$ cat src/utx_consts.svh
/*
  Offsets, field positions, reset values and timing figures of the serial
  transmit control block.
  Assumes inclusion by bare name from the package, the bench and the checker.
*/
`ifndef UTX_CONSTS_SVH
`define UTX_CONSTS_SVH

// Register byte addresses on the AXI4-Lite slave.
`define UTX_OFS_TSC        4'h0
`define UTX_OFS_BUF        4'h4
`define UTX_OFS_DIV        4'h8
`define UTX_OFS_CTL        4'hc

// Field positions in transmit_status_control.
`define UTX_BIT_CLOCK_SOURCE_SELECT       3'd7
`define UTX_BIT_NINE       3'd6
`define UTX_BIT_TRANSMIT_ENABLE       3'd5
`define UTX_BIT_SYNC       3'd4
`define UTX_BIT_BRK        3'd3
`define UTX_BIT_HSPD       3'd2
`define UTX_BIT_EMPTY      3'd1
`define UTX_BIT_D9         3'd0

// Field positions in the port control register.
`define UTX_BIT_SERIAL_PORT_ENABLE       2'd0
`define UTX_BIT_WIDE       2'd1
`define UTX_BIT_SINGLE_RECEIVE_ENABLE       2'd2
`define UTX_BIT_CONTINUOUS_RECEIVE_ENABLE       2'd3

// Reset values.
`define UTX_RST_TSC        8'h02
`define UTX_RST_DIV        16'h0000
`define UTX_RST_CTL        4'h0

// Baud prescale: oscillator ticks per divisor step minus one.
`define UTX_PRE_LOW        4'hf
`define UTX_PRE_HIGH       4'h3

// Frame lengths counted in bit times, start and stop included.
`define UTX_BITS_8         4'ha
`define UTX_BITS_9         4'hb
`define UTX_BITS_BRK       4'he
`define UTX_BRK_ZEROS      4'hd
// Bits left when the last zero of a break is queued behind the shifter.
`define UTX_BRK_LAST       4'h3

// AXI responses.
`define UTX_RESP_OKAY      2'b00
`define UTX_RESP_SLVERR    2'b10

`endif

$ cat src/utx_pkg.sv
/*
  Types of the serial transmit control block.
  Assumes the constants header sits beside it on the include path.
*/
package utx_pkg;
  `include "utx_consts.svh"

  typedef enum logic [1:0] {
    UTX_IDLE,
    UTX_SHIFT
  } utx_tx_state_t;

  typedef struct packed {
    logic        awvalid;
    logic [3:0]  awaddr;
    logic        wvalid;
    logic [31:0] wdata;
    logic [3:0]  wstrb;
    logic        bready;
    logic        arvalid;
    logic [3:0]  araddr;
    logic        rready;
  } utx_axi_req_t;

  typedef struct packed {
    logic        awready;
    logic        wready;
    logic        bvalid;
    logic [1:0]  bresp;
    logic        arready;
    logic        rvalid;
    logic [31:0] rdata;
    logic [1:0]  rresp;
  } utx_axi_rsp_t;

  typedef struct packed {
    logic [7:0]    tsc;
    logic [3:0]    ctl;
    logic [15:0]   div;
    logic [8:0]    buf_data;
    logic          buf_full;
    logic [11:0]   shift;
    logic [3:0]    bits_left;
    logic          brk_frame;
    logic [15:0]   div_cnt;
    logic [3:0]    pre_cnt;
    logic [15:0]   div_live;
    logic [3:0]    pre_live;
    logic          line;
    logic          ck;
    utx_tx_state_t st;
    logic          aw_got;
    logic [3:0]    aw_addr;
    logic          w_got;
    logic [31:0]   w_data;
    logic [3:0]    w_strb;
    logic          bvalid;
    logic [1:0]    bresp;
    logic          rvalid;
    logic [31:0]   rdata;
    logic [1:0]    rresp;
  } utx_state_t;
endpackage

$ cat src/utx_top.sv
/*
  Transmit side of a serial port with its control/status register, baud
  generator and an AXI4-Lite register slave.
  Assumes one 20 MHz clock, AXI inputs synchronous to it, and a pin
  wrapper that resolves the data/clock pins from the enables.
*/
// Summary of operation
// RL1 - Clock source bit ignored async; in sync mode 1 makes us clock master.
// RL2 - Nine-bit select 1 sends nine data bits, 0 sends eight.
// RL3 - Transmit enable turns the transmitter on or off; resets to 0.
// RL4 - In sync mode a set receive enable overrides transmit enable.
// RL5 - Mode bit 1 means synchronous, 0 asynchronous; resets to 0.
// RL6 - Async break request makes next frame start, 12 zeros, stop.
// RL7 - Hardware clears break request after the break has been sent.
// RL8 - Async high-speed bit picks divide by 4, else divide by 16.
// RL9 - Read-only empty flag is 1 when shift register is empty; resets 1.
// RL10 - Ninth data bit comes from the ninth-bit register field.
// RL11 - Low speed rate is oscillator/(16*(divisor+1)).
// RL12 - High speed and sync rate is oscillator/(4*(divisor+1)).
// RL13 - Writable control bits reset to 0, empty flag resets to 1.
// RL14 - LSB first, start at space, stop at mark, idle at mark.
// RL15 - Buffer moves to shift register at once if empty, else after stop.
// RL16 - Software sets port enable, which turns the transmit pin to output.
// RL17 - Empty flag sets after last stop with nothing pending, clears on load; here it also sets for one cycle as each stop bit starts with a byte pending.
// RL18 - Speed or divisor changes apply at the next generator reload.
`timescale 1ns/1ps

module utx_top
  import utx_pkg::*;
(
  // Clock and reset.
  input  wire logic         i_ref_clk,
  input  wire logic         i_rst_b,
  // AXI4-Lite register slave.
  input  wire utx_axi_req_t i_axi,
  output utx_axi_rsp_t      o_axi,
  // Serial line pins.
  output logic              o_tx_data,
  output logic              o_tx_data_oe,
  output logic              o_tx_clk,
  output logic              o_tx_clk_oe
);

  utx_state_t s_ff;
  utx_state_t nxt_s;

  logic       sync_mode;
  logic       tx_on;
  logic       tick;
  logic       load;
  logic       aw_take;
  logic       w_take;
  logic       ar_take;
  logic       wr_go;
  logic [3:0] wa;
  logic [31:0] rd;

  ////////////////////////////////////////////////////////////////////////////
  // Bus handshakes: one write and one read outstanding at a time.

  assign aw_take = i_axi.awvalid && !s_ff.aw_got && !s_ff.bvalid;
  assign w_take  = i_axi.wvalid && !s_ff.w_got && !s_ff.bvalid;
  assign ar_take = i_axi.arvalid && !s_ff.rvalid;

  always_comb begin
    o_axi.awready = !s_ff.aw_got && !s_ff.bvalid;
    o_axi.wready  = !s_ff.w_got && !s_ff.bvalid;
    o_axi.bvalid  = s_ff.bvalid;
    o_axi.bresp   = s_ff.bresp;
    o_axi.arready = !s_ff.rvalid;
    o_axi.rvalid  = s_ff.rvalid;
    o_axi.rdata   = s_ff.rdata;
    o_axi.rresp   = s_ff.rresp;
  end

  ////////////////////////////////////////////////////////////////////////////
  // Line control.

  assign sync_mode = s_ff.tsc[`UTX_BIT_SYNC]; // see RL5
  // Receive requests steal the line in sync mode.
  assign tx_on = s_ff.tsc[`UTX_BIT_TRANSMIT_ENABLE] && s_ff.ctl[`UTX_BIT_SERIAL_PORT_ENABLE]
    && !(sync_mode && (s_ff.ctl[`UTX_BIT_SINGLE_RECEIVE_ENABLE]
    || s_ff.ctl[`UTX_BIT_CONTINUOUS_RECEIVE_ENABLE])); // see RL3 // see RL4
  assign tick = (s_ff.pre_cnt == 4'h0) && (s_ff.div_cnt == 16'h0000);

  always_comb begin
    nxt_s = s_ff;
    wa    = s_ff.aw_got ? s_ff.aw_addr : i_axi.awaddr;
    rd    = 32'h0000_0000;
    wr_go = 1'b0;
    load  = 1'b0;

    // Capture address and data in either order.
    if (aw_take) begin
      nxt_s.aw_got  = 1'b1;
      nxt_s.aw_addr = i_axi.awaddr;
    end
    if (w_take) begin
      nxt_s.w_got  = 1'b1;
      nxt_s.w_data = i_axi.wdata;
      nxt_s.w_strb = i_axi.wstrb;
    end
    if (s_ff.bvalid && i_axi.bready) begin
      nxt_s.bvalid = 1'b0;
    end
    if (s_ff.rvalid && i_axi.rready) begin
      nxt_s.rvalid = 1'b0;
    end

    // Baud generator; reload picks up new divisor and speed.
    if (tick) begin
      nxt_s.div_live = s_ff.div; // see RL18
      // The narrow divider only sees the low byte of the divisor.
      if (!s_ff.ctl[`UTX_BIT_WIDE]) begin
        nxt_s.div_live[15:8] = 8'h00;
      end
      nxt_s.pre_live = (sync_mode || s_ff.tsc[`UTX_BIT_HSPD]) ?
        `UTX_PRE_HIGH : `UTX_PRE_LOW; // see RL8 // see RL11 // see RL12
      nxt_s.pre_cnt  = nxt_s.pre_live;
      nxt_s.div_cnt  = nxt_s.div_live;
    end else if (s_ff.pre_cnt == 4'h0) begin
      nxt_s.pre_cnt = s_ff.pre_live;
      nxt_s.div_cnt = s_ff.div_cnt - 16'h0001;
    end else begin
      nxt_s.pre_cnt = s_ff.pre_cnt - 4'h1;
    end

    // Shifter.
    case (s_ff.st)
      UTX_IDLE: begin
        nxt_s.line = 1'b1; // see RL14
        nxt_s.ck   = 1'b1;
        if (tx_on && s_ff.buf_full) begin
          load = 1'b1; // see RL15
        end
      end
      UTX_SHIFT: begin
        if (tick) begin
          nxt_s.line      = s_ff.shift[0]; // see RL14
          nxt_s.shift     = {1'b1, s_ff.shift[11:1]};
          nxt_s.bits_left = s_ff.bits_left - 4'h1;
          // Only a sync master pulses the link clock; others keep it idle.
          nxt_s.ck        = !(sync_mode && s_ff.tsc[`UTX_BIT_CLOCK_SOURCE_SELECT]); // see RL1
          if (s_ff.bits_left == 4'h1) begin
            if (s_ff.brk_frame) begin
              nxt_s.tsc[`UTX_BIT_BRK] = 1'b0; // see RL7
            end
            nxt_s.st = UTX_IDLE;
            nxt_s.tsc[`UTX_BIT_EMPTY] = 1'b1; // see RL17
          end
        end else if (s_ff.pre_cnt == 4'h1) begin
          nxt_s.ck = 1'b1;
        end
        if (!tx_on) begin
          nxt_s.st = UTX_IDLE;
          nxt_s.line = 1'b1;
          nxt_s.tsc[`UTX_BIT_EMPTY] = 1'b1;
        end
      end
      default: nxt_s.st = UTX_IDLE;
    endcase

    if (load) begin
      nxt_s.st       = UTX_SHIFT;
      nxt_s.buf_full = 1'b0;
      nxt_s.tsc[`UTX_BIT_EMPTY] = 1'b0; // see RL9 // see RL17
      nxt_s.brk_frame = !sync_mode && s_ff.tsc[`UTX_BIT_BRK]; // see RL6
      if (nxt_s.brk_frame) begin
        nxt_s.shift     = 12'h000;
        nxt_s.bits_left = `UTX_BITS_BRK;
      end else if (s_ff.tsc[`UTX_BIT_NINE]) begin
        nxt_s.shift     = {2'b11, s_ff.buf_data, 1'b0}; // see RL2 // see RL10
        nxt_s.bits_left = `UTX_BITS_9;
      end else begin
        nxt_s.shift     = {3'b111, s_ff.buf_data[7:0], 1'b0}; // see RL2
        nxt_s.bits_left = `UTX_BITS_8;
      end
    end
    // Break: the twelve-bit shifter runs out of zeros one bit early, so the
    // fill bit is held low once more before the stop bit.
    if (s_ff.st == UTX_SHIFT && s_ff.brk_frame && tick
        && s_ff.bits_left == `UTX_BRK_LAST) begin
      nxt_s.shift[0] = 1'b0; // see RL6
    end

    // Register writes once both halves are in.
    if (nxt_s.aw_got && nxt_s.w_got && !s_ff.bvalid) begin
      wr_go        = 1'b1;
      nxt_s.aw_got = 1'b0;
      nxt_s.w_got  = 1'b0;
      nxt_s.bvalid = 1'b1;
      nxt_s.bresp  = `UTX_RESP_OKAY;
    end
    if (wr_go) begin
      wa = aw_take ? i_axi.awaddr : s_ff.aw_addr;
      if (wa == `UTX_OFS_TSC) begin
        if (nxt_s.w_strb[0]) begin
          // Empty flag is read-only.
          nxt_s.tsc = {nxt_s.w_data[7:2], nxt_s.tsc[`UTX_BIT_EMPTY],
            nxt_s.w_data[0]}; // see RL1
        end
      end else if (wa == `UTX_OFS_BUF) begin
        if (nxt_s.w_strb[0]) begin
          nxt_s.buf_data[7:0] = nxt_s.w_data[7:0];
          nxt_s.buf_full      = 1'b1;
        end
      end else if (wa == `UTX_OFS_DIV) begin
        if (nxt_s.w_strb[0]) begin
          nxt_s.div[7:0] = nxt_s.w_data[7:0];
        end
        if (nxt_s.w_strb[1]) begin
          nxt_s.div[15:8] = nxt_s.w_data[15:8];
        end
      end else if (wa == `UTX_OFS_CTL) begin
        if (nxt_s.w_strb[0]) begin
          nxt_s.ctl = nxt_s.w_data[3:0];
        end
      end else begin
        nxt_s.bresp = `UTX_RESP_SLVERR;
      end
    end
    nxt_s.buf_data[8] = nxt_s.tsc[`UTX_BIT_D9]; // see RL10

    // Register reads.
    if (ar_take) begin
      nxt_s.rvalid = 1'b1;
      nxt_s.rresp  = `UTX_RESP_OKAY;
      if (i_axi.araddr == `UTX_OFS_TSC) begin
        rd = {24'h000000, s_ff.tsc}; // see RL9
      end else if (i_axi.araddr == `UTX_OFS_BUF) begin
        rd = {23'h000000, s_ff.buf_full, s_ff.buf_data[7:0]};
      end else if (i_axi.araddr == `UTX_OFS_DIV) begin
        rd = {16'h0000, s_ff.div};
      end else if (i_axi.araddr == `UTX_OFS_CTL) begin
        rd = {28'h0000000, s_ff.ctl};
      end else begin
        nxt_s.rresp = `UTX_RESP_SLVERR;
      end
      nxt_s.rdata = rd;
    end
  end

  ////////////////////////////////////////////////////////////////////////////
  // State register; control bits clear, empty flag sets on reset.

  always_ff @(posedge i_ref_clk or negedge i_rst_b) begin
    if (!i_rst_b) begin
      s_ff          <= '0;
      s_ff.tsc      <= `UTX_RST_TSC; // see RL13
      s_ff.div      <= `UTX_RST_DIV;
      s_ff.ctl      <= `UTX_RST_CTL;
      s_ff.line     <= 1'b1;
      s_ff.ck       <= 1'b1;
      s_ff.st       <= UTX_IDLE;
    end else begin
      s_ff <= nxt_s;
    end
  end

  ////////////////////////////////////////////////////////////////////////////
  // Pins: port enable makes the data pin an output.

  assign o_tx_data    = s_ff.line;
  assign o_tx_data_oe = s_ff.ctl[`UTX_BIT_SERIAL_PORT_ENABLE]; // see RL16
  // Only a sync master drives the link clock.
  assign o_tx_clk     = s_ff.ck;
  assign o_tx_clk_oe  = s_ff.ctl[`UTX_BIT_SERIAL_PORT_ENABLE] && sync_mode
    && s_ff.tsc[`UTX_BIT_CLOCK_SOURCE_SELECT]; // see RL1

endmodule

$ cat config.mk
export PLATFORM = sky130hd
export DESIGN_NAME = utx_top
export DESIGN_NICKNAME = d
export VERILOG_FILES = /design/src/utx_pkg.sv /design/src/utx_top.sv
export VERILOG_INCLUDE_DIRS = /design/src /design/src/src
export SDC_FILE = /design/constraint.sdc
export NUM_CORES = 1
export LEC_CHECK = 0
export ABC_AREA = 1
export BUFFER_PORTS_ARGS = -buffer_cell sky130_fd_sc_hd__buf_2
export CAP_MARGIN = 20
export CELL_PAD_IN_SITES_DETAIL_PLACEMENT = 1
export CELL_PAD_IN_SITES_GLOBAL_PLACEMENT = 1
export CORE_MARGIN = 1.5
export CORE_UTILIZATION = 46
export CTS_CLUSTER_DIAMETER = 120
export DETAILED_ROUTE_END_ITERATION = 7
export GPL_TIMING_DRIVEN = 0
export PLACE_DENSITY_LB_ADDON = 0.05
export RECOVER_POWER = 50
export REMOVE_ABC_BUFFERS = 1
export SLEW_MARGIN = 20
export SYNTH_ARGS = -nofsm -noshare
export SYNTH_HDL_FRONTEND = slang
export SYNTH_SLANG_ARGS = --single-unit
$ cat constraint.sdc
create_clock -name i_ref_clk -period 5 [get_ports i_ref_clk]
set_input_delay 0.75 -clock i_ref_clk [delete_from_list [all_inputs] [get_ports i_ref_clk]]
set_output_delay 0.75 -clock i_ref_clk [all_outputs]
set_load 0.02 [all_outputs]
==> flow_metrics.py, run 1 <==
metrics = {
    "final_layout": {
        "diodes": 0,
        "fin_area_um2": 7400,
        "area_growth_pct": 11.9,
        "fin_nets": 925,
        "instances_no_fill": 1059,
        "final_common_cell": "nand2_1",
        "mostFrequentLayoutCells": "281 x nand2_1, 121 x dfrtp_1, 72 x inv_1",
        "drive_gt1_frac": 0.156,
        "utilization": 0.531,
        "fillers": 1727,
    },
    "critical_path": {
        "r2r_end": "s_ff[138]",
        "r2r_slack_ns": 2.22,
        "cp.required_ns": 5.30,
        "path_max_fanout": 21,
        "r2r_cells": 11,
        "critPathMaxStageDelay_ns": 0.88,
        "crit_path_top_delay_cell": "nor2_1",
        "critPathLaunchType": "input pin",
        "crit_chain": "clkbuf_1, o21ai_0, nor2_1, inv_1, a21oi_4, nand2_4, nand2_1, o21ai_2",
        "end_kind": "flip-flop",
        "worst_ep_arrival_time_ns": 3.68,
        "crit_type": "input pin to flip-flop",
        "r2r_start": "s_ff[104]",
    },
    "logic_synthesis": {
        "synth_edf_count": 0,
        "seq_area_frac_synth": 0.470,
        "avgSynthCellArea_um2": 7.95,
        "ys_seq_elements": 124,
        "synthDistinctLibCells": 40,
        "synth_cells": 832,
        "yosysWarnings": 0,
        "synth_area_um2": 6610,
        "synth_flop_cell": "dfrtp_1",
        "synth-async-reset-ratio": 1.00,
    },
    "drt": {
        "first_pass_iters": 5,
        "wirelength_um": 17800,
        "drt-met1-wl_um": 8240,
        "top_layer": "met4",
        "drc": 0,
        "met2_length_um": 8770,
        "drtIter0Drc": 331,
        "drt-wirelength-per-cell_um": 16.8,
        "ant_nets": 0,
        "avgViaCountPerCell": 5.20,
        "wl_met3_um": 577,
        "vias": 5504,
    },
    "clock_network": {
        "htree_levels": 4,
        "cts_setup_buffers": 0,
        "clock_latency_ns": 0.42,
        "postCtsResizedCells": 0,
        "cts_made_buffers": 17,
        "cts_tree": "done",
        "cts_sinks": 124,
        "cts_root_buffer": "clkbuf_16",
        "cts-hold-fix-buffers": 0,
        "cts.path.max_buffers": 2,
        "clk_pin_slew_worst_paths_ns": 0.05,
    },
    "placement": {
        "placed_area_um2": 6830,
        "dp_hpwl_um": 12800,
        "place.port_buffers": 60,
        "gp_congestion": 0.856,
        "dp_cells": 1028,
    },
    "global_route": {
        "grt_overflow": 0,
        "grt_pass1_wl_um": 29200,
        "grt_max_degree": 82,
        "track_usage": 0.256,
        "antenna_found_initial": 0,
        "grt_pass1_vias": 5707,
    },
    "sta": {
        "rsz0062_at_grt": "false",
        "fmax_mhz": 296,
        "tightest_slew_ns": 2.59,
        "hold_violations": 0,
        "setup_viol": 0,
        "fin_crit_sh": 0.676,
        "slew_headroom": -0.725,
        "min_period_ns": 3.38,
        "final_max_slew_viol_count": 44,
        "tns_ns": 0,
        "finClkSkew_ns": 0.00991,
    },
    "worst_hold_path": {
        "min_to": "s_ff[50]",
        "worstHoldPathType": "flip-flop to flip-flop",
        "hold_depth": 2,
        "worstHoldStart": "s_ff[50]",
    },
    "status": {
        "status": "finished with violations",
        "violations": "capacitance limit, slew limit",
    },
    "floorplanning": {
        "die_width_um": 123,
        "die_y_um": 123,
        "dieArea_um2": 15100,
        "row_count": 43,
        "initial_utilization": 0.475,
        "core_um2": 13900,
        "ios": 96,
    },
    "pwr": {
        "power_density_nw_per_um2": 564,
        "peakVddDrop_uv": 376,
        "p_leak_uw": 0.00379,
        "p_total_uw": 4180,
    },
    "job": {
        "drv_cap": 1,
    },
}
where the power goes:
part	switching, uW	internal (uW)
Combinational	945	414
Sequential	232	1290
Clock	453	842
Total	1630	2550
state kept, by name (all words and copies together) (netlist names), named ones only:
register and flops:
s_ff 100, o_axi 20, o_tx_clk 1, o_tx_data 1, o_tx_data_oe 1
per-stage QoR:
stage	hold WS [ns]	setup WS (ns)
6_report	0.468	1.62
3_5_place_dp	0.449	2.39
5_1_grt	0.498	1.34
3_3_place_gp	0.440	1.51
4_1_cts	0.225	2.29
2_1_floorplan	0.423	2.70
cells in the mapped netlist, types with 2 or more instances:
cell / number / area, um2
nand2_1: 277 / 1040
nand2_2: 7 / 43.8
nand3_1: 67 / 335
nor3_1: 5 / 25.0
o21ai_0: 60 / 300
and2_1: 8 / 50.1
nand4_1: 11 / 68.8
dfstp_2: 3 / 78.8
ha_1: 7 / 87.6
nand3b_1: 3 / 22.5
nand3_2: 3 / 30.0
nor2_4: 5 / 56.3
inv_2: 4 / 15.0
xor2_1: 6 / 52.6
buf_6: 4 / 45.0
nor2_1: 45 / 169
dfrtp_1: 121 / 3030
a21oi_2: 3 / 26.3
o21ai_1: 12 / 60.1
buf_2: 6 / 30.0
clkbuf_1: 12 / 45.0
inv_1: 71 / 267
o211ai_1: 2 / 15.0
o22ai_1: 2 / 12.5
nand3_4: 2 / 35.0
nor2_2: 6 / 37.5
a21oi_1: 11 / 55.1
buf_4: 39 / 293
nand2_4: 8 / 90.1
o22a_1: 2 / 17.5
o21ai_2: 11 / 96.3
layout make-up:
cell class / count / area (um2) / share of cell area
flip-flops and latches: 124 / 3110 / 0.420
clock inverters: 11 / 169 / 0.0228
clock buffers: 20 / 447 / 0.0603
well taps: 180 / 225 / 0.0304
repair buffers: 62 / 333 / 0.0450
multi-input cells: 586 / 2840 / 0.383
inverters: 76 / 288 / 0.0389
cells by family after synthesis:
group | synth area share
buf+inv | 0.107
fa+ha+maj | 0.0132
flops | 0.470
simple gates | 0.309
xor+xnor | 0.00795
other cells | 0.000567
compound gates | 0.0927
how the worst max path moves through the flow:
stage               from   endpoint  cells past startpoint
2_1_floorplan  s_ff[104]  s_ff[128]                     10
3_3_place_gp     i_rst_b  s_ff[136]                      1
3_5_place_dp   i_axi[43]  s_ff[151]                      8
4_1_cts        o_axi[38]  o_axi[39]                      2
5_1_grt        i_axi[43]  s_ff[156]                      8
6_report       i_axi[43]  s_ff[151]                      8
routing by layer:
metal / up-vias / track usage
li1: 2685 / -
met1: 2699 / 0.333
met2: 100 / 0.435
met3: 20 / 0.0494
met4: 0 / 0.0741
met5: - / 0
worst max-delay path: cells and delay by family:
family / cells / cell delay [ns]
AOI/OAI and AO/OA: 3 / 0.56
buffers and inverters: 2 / 1.14
and+or+nand+nor: 3 / 1.21
Power figures use the tool's default switching activity.
==> inputs of run 2 (changes only) <==
--- a/config.mk
+++ b/config.mk
@@ -12,7 +12,7 @@
 export CELL_PAD_IN_SITES_DETAIL_PLACEMENT = 1
 export CELL_PAD_IN_SITES_GLOBAL_PLACEMENT = 1
 export CORE_MARGIN = 1.5
-export CORE_UTILIZATION = 46
+export CORE_UTILIZATION = 43
 export CTS_CLUSTER_DIAMETER = 120
 export DETAILED_ROUTE_END_ITERATION = 7
 export GPL_TIMING_DRIVEN = 0
==> constraint.sdc (replaced) <==
create_clock -name i_ref_clk -period 3.2 [get_ports i_ref_clk]
set_input_delay 0.48 -clock i_ref_clk [delete_from_list [all_inputs] [get_ports i_ref_clk]]
set_output_delay 0.48 -clock i_ref_clk [all_outputs]
set_load 0.02 [all_outputs]
==> run 2 against run 1 <==
The flow now finishes without violations; clock skew increased by 0.0012 ns; worst setup slack got worse by 0.96 ns; combinational power grew 56%; hold slack worse by 0.23 ns; highest routed layer unchanged; non-clock buffer count grew 1; routed wire length is 0.85% lower; first-iteration DRC count shrank 21%; die area increased by 6.8%; critical endpoint is now s_ff[144].
==> flow_metrics.py, run 2 (synthesized netlist as in run 1, its figures left out) <==
metrics = {
    "status": {
        "status": "completed",
    },
    "final_layout": {
        "drive_gt1_frac": 0.154,
        "fin_nets": 926,
        "mostFrequentLayoutCells": "280 x nand2_1, 121 x dfrtp_1, 72 x inv_1",
        "diodes": 0,
        "largest_reg_flops": 100,
        "regMostFlops": "s_ff",
        "fillers": 1874,
        "fin_area_um2": 7370,
        "final_common_cell": "nand2_1",
        "instances_no_fill": 1066,
        "area_growth_pct": 11.5,
    },
    "global_route": {
        "grt_max_degree": 87,
        "track_usage": 0.236,
        "grt_overflow": 0,
        "grt_pass1_wl_um": 29600,
        "grt_pass1_vias": 5830,
        "antenna_found_initial": 0,
    },
    "job": {
        "drv_cap": 0,
    },
    "clock_network": {
        "cts_setup_buffers": 0,
        "cts.path.max_buffers": 2,
        "cts_tree": "done",
        "cts_root_buffer": "clkbuf_16",
        "cts_sinks": 124,
        "postCtsResizedCells": 0,
        "cts_made_buffers": 17,
        "clk_pin_slew_worst_paths_ns": 0.05,
        "htree_levels": 4,
        "cts-hold-fix-buffers": 1,
        "clock_latency_ns": 0.42,
    },
    "critical_path": {
        "r2r_cells": 8,
        "critPathLaunchType": "flip-flop",
        "crit_path_top_delay_cell": "nor2_1",
        "end_kind": "flip-flop",
        "r2r_slack_ns": 0.66,
        "worst_ep_arrival_time_ns": 2.84,
        "worst-path-stages": 8,
        "path_max_fanout": 17,
        "crit_chain": "inv_1, o21ai_0, nor2_1, inv_2, nor2_4, nand3_4, nand2_1, o21ai_2",
        "r2r_end": "s_ff[144]",
        "cp.required_ns": 3.50,
        "r2r_start": "o_axi[38]",
        "critPathMaxStageDelay_ns": 0.85,
        "crit_type": "flip-flop to flip-flop",
        "worst-path-buf-inv": 2,
        "path_delay_family": "simple AND/OR/NAND/NOR gates",
    },
    "drt": {
        "drt-wirelength-per-cell_um": 16.6,
        "avgViaCountPerCell": 5.15,
        "vias": 5492,
        "wirelength_um": 17700,
        "drtIter0Drc": 260,
        "first_pass_iters": 4,
        "ant_nets": 0,
        "drc": 0,
    },
    "placement": {
        "place.port_buffers": 60,
        "dp_hpwl_um": 12700,
        "dp_cells": 1036,
        "gp_congestion": 0.860,
        "placed_area_um2": 6840,
    },
    "sta": {
        "hold-worst-slack_ns": 0.243,
        "fin_crit_sh": 0.794,
        "setup_viol": 0,
        "tightest_slew_ns": 1.18,
        "finClkSkew_ns": 0.0111,
        "slew_headroom": 0.213,
        "fmax_mhz": 394,
        "rsz0062_at_grt": "false",
        "hold_violations": 0,
        "min_period_ns": 2.54,
        "final_max_slew_viol_count": 0,
    },
    "floorplanning": {
        "core_um2": 15100,
        "die_y_um": 127,
        "row_count": 45,
        "ios": 96,
        "initial_utilization": 0.438,
        "dieArea_um2": 16100,
        "die_width_um": 127,
    },
    "worst_hold_path": {
        "hold_depth": 2,
        "min_to": "o_axi[38]",
        "worstHoldStart": "i_axi[6]",
        "worstHoldPathType": "input pin to flip-flop",
    },
    "pwr": {
        "power_density_nw_per_um2": 867,
        "p_total_uw": 6390,
        "peakVddDrop_uv": 534,
        "p_leak_uw": 0.00376,
    },
}
==> run 2: changes by cell type in the layout (fill, tap and decap cells not counted), moves of 2 or more <==
cell | before | now
buf_2 | 55 | 52
clkbuf_8 | 1 | 4
bufinv_16 | 4 | 2
clkinvlp_4 | 4 | 2
==> run 2: metal layers <==
layer / GRT usage / wire (um) / vias up
li1: - / - / 2670
met1: 0.315 / 8280 / 2702
met2: 0.388 / 8550 / 100
met3: 0.0477 / 590 / 20
met4: 0.0742 / 231 / 0
met5: 0 / 0 / -
==> run 2: through the flow <==
stage,setup TNS [ns],utilization,worst slack [ns]
2_1_floorplan,0,-,0.904
3_3_place_gp,-2.96,0.450,-0.0456
3_5_place_dp,0,0.454,0.627
4_1_cts,0,0.492,0.599
5_1_grt,0,0.489,0.402
6_report,0,0.489,0.659
==> run 2: power breakdown <==
part           total [uW]  switching [uW]  internal [uW]
Clock                1890             679           1210
Sequential           2380             362           2020
Combinational        2120            1480            646
Total                6390            2520           3870
==> run 2: worst max path at each step <==
| stage | from | to | slack [ns] |
|---|---|---|---|
| floorplan | s_ff[104] | s_ff[128] | 0.90 |
| global placement | s_ff[104] | s_ff[112] | -0.05 |
| detailed placement | s_ff[104] | s_ff[136] | 0.63 |
| CTS | s_ff[104] | s_ff[130] | 0.60 |
| global route | s_ff[104] | s_ff[130] | 0.40 |
| finish | o_axi[38] | s_ff[144] | 0.66 |
==> run 2: layout make-up <==
cell class | count | area (um2) | area share
Clock buffer | 22 | 484 | 0.0657
Multi-Input combinational cell | 586 | 2840 | 0.385
Tap cell | 188 | 235 | 0.0319
Sequential cell | 124 | 3110 | 0.421
Clock inverter | 7 | 90.1 | 0.0122
Timing Repair Buffer | 63 | 330 | 0.0448
Inverter | 76 | 288 | 0.0390
==> inputs of run 3 (changes only) <==
--- a/config.mk
+++ b/config.mk
@@ -6,13 +6,13 @@
 export SDC_FILE = /design/constraint.sdc
 export NUM_CORES = 1
 export LEC_CHECK = 0
-export ABC_AREA = 1
+export ABC_AREA = 0
 export BUFFER_PORTS_ARGS = -buffer_cell sky130_fd_sc_hd__buf_2
 export CAP_MARGIN = 20
 export CELL_PAD_IN_SITES_DETAIL_PLACEMENT = 1
 export CELL_PAD_IN_SITES_GLOBAL_PLACEMENT = 1
 export CORE_MARGIN = 1.5
-export CORE_UTILIZATION = 43
+export CORE_UTILIZATION = 40
 export CTS_CLUSTER_DIAMETER = 120
 export DETAILED_ROUTE_END_ITERATION = 7
 export GPL_TIMING_DRIVEN = 0
==> constraint.sdc (replaced) <==
create_clock -name i_ref_clk -period 2.3 [get_ports i_ref_clk]
set_input_delay 0.345 -clock i_ref_clk [delete_from_list [all_inputs] [get_ports i_ref_clk]]
set_output_delay 0.345 -clock i_ref_clk [all_outputs]
set_load 0.02 [all_outputs]
==> run 3 against run 2 <==
Sequential share of layout area up 1.4 points; die area decreased by 3.4%; clock-buffer cell count up 4; utilization rose by 0.32 points; critical path type unchanged; critical endpoint is now s_ff[143]; largest power group unchanged; highest routed layer unchanged.
==> flow_metrics.py, run 3 <==
metrics = {
    "clock_network": {
        "cts_root_buffer": "clkbuf_16",
        "clock_latency_ns": 0.41,
        "cts_made_buffers": 17,
        "clk_pin_slew_worst_paths_ns": 0.05,
        "cts_tree": "done",
        "htree_levels": 4,
        "cts_sinks": 124,
        "cts.path.max_buffers": 2,
    },
    "job": {
        "drv_cap": 0,
    },
    "critical_path": {
        "r2r_slack_ns": 0.12,
        "crit_chain": "nor3b_4, buf_6, mux2_2, o2111a_1, nand2_2, mux2_2",
        "end_kind": "flip-flop",
        "worst_ep_arrival_time_ns": 2.48,
        "crit_type": "flip-flop to flip-flop",
        "critPathLaunchType": "flip-flop",
        "r2r_cells": 6,
        "cp.required_ns": 2.60,
        "crit_path_top_delay_cell": "dfrtp_2",
        "path_max_fanout": 9,
        "critPathMaxStageDelay_ns": 0.47,
        "crit_top_cell": "mux2_2",
    },
    "global_route": {
        "antenna_found_initial": 0,
        "grt_use_met1": 0.269,
        "grt_util_met3": 0.0412,
        "grt_overflow": 0,
        "grt_pass1_vias": 4595,
        "busiest_layer": "met2",
        "grt_pass1_wl_um": 25300,
        "track_usage": 0.210,
        "grt_max_degree": 68,
        "grt_util_met2": 0.360,
    },
    "sta": {
        "setup_viol": 0,
        "slew_headroom": 0.442,
        "final_max_slew_viol_count": 0,
        "min_period_ns": 2.18,
        "tightest_slew_ns": 0.837,
        "fin_crit_sh": 0.948,
        "fmax_mhz": 459,
        "setup_slack_ns": 0.119,
        "hold_violations": 0,
        "hold-worst-slack_ns": 0.109,
        "finClkSkew_ns": 0.00534,
    },
    "logic_synthesis": {
        "synth.top_cell.area_share": 0.510,
        "yosysMostFrequentCell": "dfrtp_1",
        "synth_mux_area_frac": 0.129,
        "synth-xor-area-share": 0.00295,
        "seq_area_frac_synth": 0.523,
        "yosysWarnings": 0,
        "yosys-top-cells-count": "121 x dfrtp_1, 54 x mux2_2, 43 x nand2_1, 39 x buf_4, 31 x o21ai_0",
        "synth_cells": 534,
        "synth-async-reset-ratio": 1.00,
        "synth_area_leaders": "dfrtp_1 51%, mux2_2 10%, buf_4 4.9%",
        "synth_top_family_by_area": "compound AO/OA/AOI/OAI gates",
        "synth_flop_cell": "dfrtp_1",
        "synth_fa_ha_area_frac": 0.0148,
        "yosysTopAreaCell": "dfrtp_1",
        "synthDistinctLibCells": 58,
        "synth_edf_count": 0,
        "avgSynthCellArea_um2": 11.1,
        "ys_seq_elements": 124,
        "synth-simple-area-share": 0.111,
        "synth_area_um2": 5940,
        "synth_compound_area_frac": 0.138,
    },
    "floorplanning": {
        "die_width_um": 125,
        "die_y_um": 125,
        "ios": 96,
        "dieArea_um2": 15600,
        "core_um2": 14500,
        "row_count": 44,
        "initial_utilization": 0.408,
    },
    "drt": {
        "drc": 0,
        "ant_nets": 0,
        "drtIter0Drc": 209,
        "avgViaCountPerCell": 5.36,
        "drt-wirelength-per-cell_um": 19.7,
        "vias": 4267,
        "wirelength_um": 15600,
        "first_pass_iters": 4,
    },
    "final_layout": {
        "diodes": 0,
        "final_common_cell": "dfrtp_1",
        "utilization": 0.492,
        "drive_gt1_frac": 0.324,
        "area_growth_pct": 20.4,
        "largest_reg_flops": 100,
        "mostFrequentLayoutCells": "119 x dfrtp_1, 54 x mux2_2, 50 x buf_2",
        "regMostFlops": "s_ff",
        "fin_nets": 657,
    },
    "worst_hold_path": {
        "worstHoldPathType": "input pin to flip-flop",
        "hold_depth": 2,
    },
    "placement": {
        "place.port_buffers": 60,
        "dp_hpwl_um": 10400,
        "gp_congestion": 0.748,
        "pre_cts_ws_ns": -0.856,
    },
    "status": {
        "status": "completed",
    },
    "pwr": {
        "peakVddDrop_uv": 517,
        "p_leak_uw": 0.00324,
        "power_density_nw_per_um2": 1200,
    },
}
-- run 3: cell types whose count changed in the layout (fill, tap and decap cells not counted), sizes merged, moves of 27 or more --
cell / change
nand2: -248
inv: -51
mux2: +54
nand3: -64
nor2: -27
o21ai: -51
-- run 3: cell families after synthesis --
family                   after synthesis
adder cells (fa/ha/maj)                7
flip-flops                           124
other                                  1
AND/OR/NAND/NOR                      130
multiplexers                          65
AO/OA/AOI/OAI                        122
buffers and inverters                 83
XOR/XNOR                               2
-- run 3: layer usage --
| layer | share of wire | up-vias |
|---|---|---|
| li1 | - | 1984 |
| met1 | 0.44 | 2192 |
| met2 | 0.52 | 71 |
| met3 | 0.030 | 20 |
| met4 | 0.014 | 0 |
| met5 | 0 | - |
-- run 3: layout make-up --
class / instances / area [um2]
Timing Repair Buffer: 87 / 528
Tap cell: 184 / 230
Inverter: 25 / 93.8
Multi-Input combinational cell: 344 / 2590
Fill cell: 1574 / 7390
Clock buffer: 26 / 509
Clock inverter: 6 / 82.6
Sequential cell: 124 / 3110
-- run 3: worst paths after layout --
path | start | endpoint
worst max-delay path | o_axi[38] | s_ff[143]
worst min-delay path | i_axi[6] | o_axi[38]
worst max register to register | o_axi[38] | s_ff[143]
worst min register to register | s_ff[85] | s_ff[85]
max in group asynchronous | i_rst_b | o_axi[38]
min in group asynchronous | i_rst_b | s_ff[53]
-- run 3: metrics by stage --
step | setup TNS (ns) | cells | cell area [um2] | total power, uW
3_5_place_dp | -47.83 | 740 | 6230 | 5650
4_1_cts | -0.236 | 789 | 7080 | 8530
2_1_floorplan | -40.11 | 492 | 5620 | 4880
3_3_place_gp | -261.55 | 736 | 6150 | 5500
5_1_grt | -0.0177 | 796 | 7150 | 9030
6_report | 0 | 796 | 7150 | 8540
-- run 3: power breakdown --
| group | leakage [uW] | switching (uW) | internal (uW) | total [uW] |
|---|---|---|---|---|
| combinational | 0.00139 | 1160 | 1060 | 2220 |
| sequential | 0.00156 | 700 | 2960 | 3660 |
| clock | 0.000290 | 929 | 1730 | 2660 |
| total | 0.00324 | 2790 | 5750 | 8540 |
-- run 3: timing repair --
item | 4_1_cts | 5_1_grt
gates resized for setup | 25 | 13
endpoints found under the hold margin | 63 | 0
pin swaps | 5 | 3
cloned | 1 | 0
hold buffers | 1 | 0
buffers inserted | 15 | 7
setup endpoints to repair | 86 | 70
-- run 3: critical path, delay by kind of cell, from the launching register on --
kind | cells | cell delay (ns)
and+or+nand+nor | 2 | 0.47
muxes | 2 | 0.76
DFF | 1 | 0.47
buffers and inverters | 1 | 0.17
AOI/OAI and AO/OA | 1 | 0.19
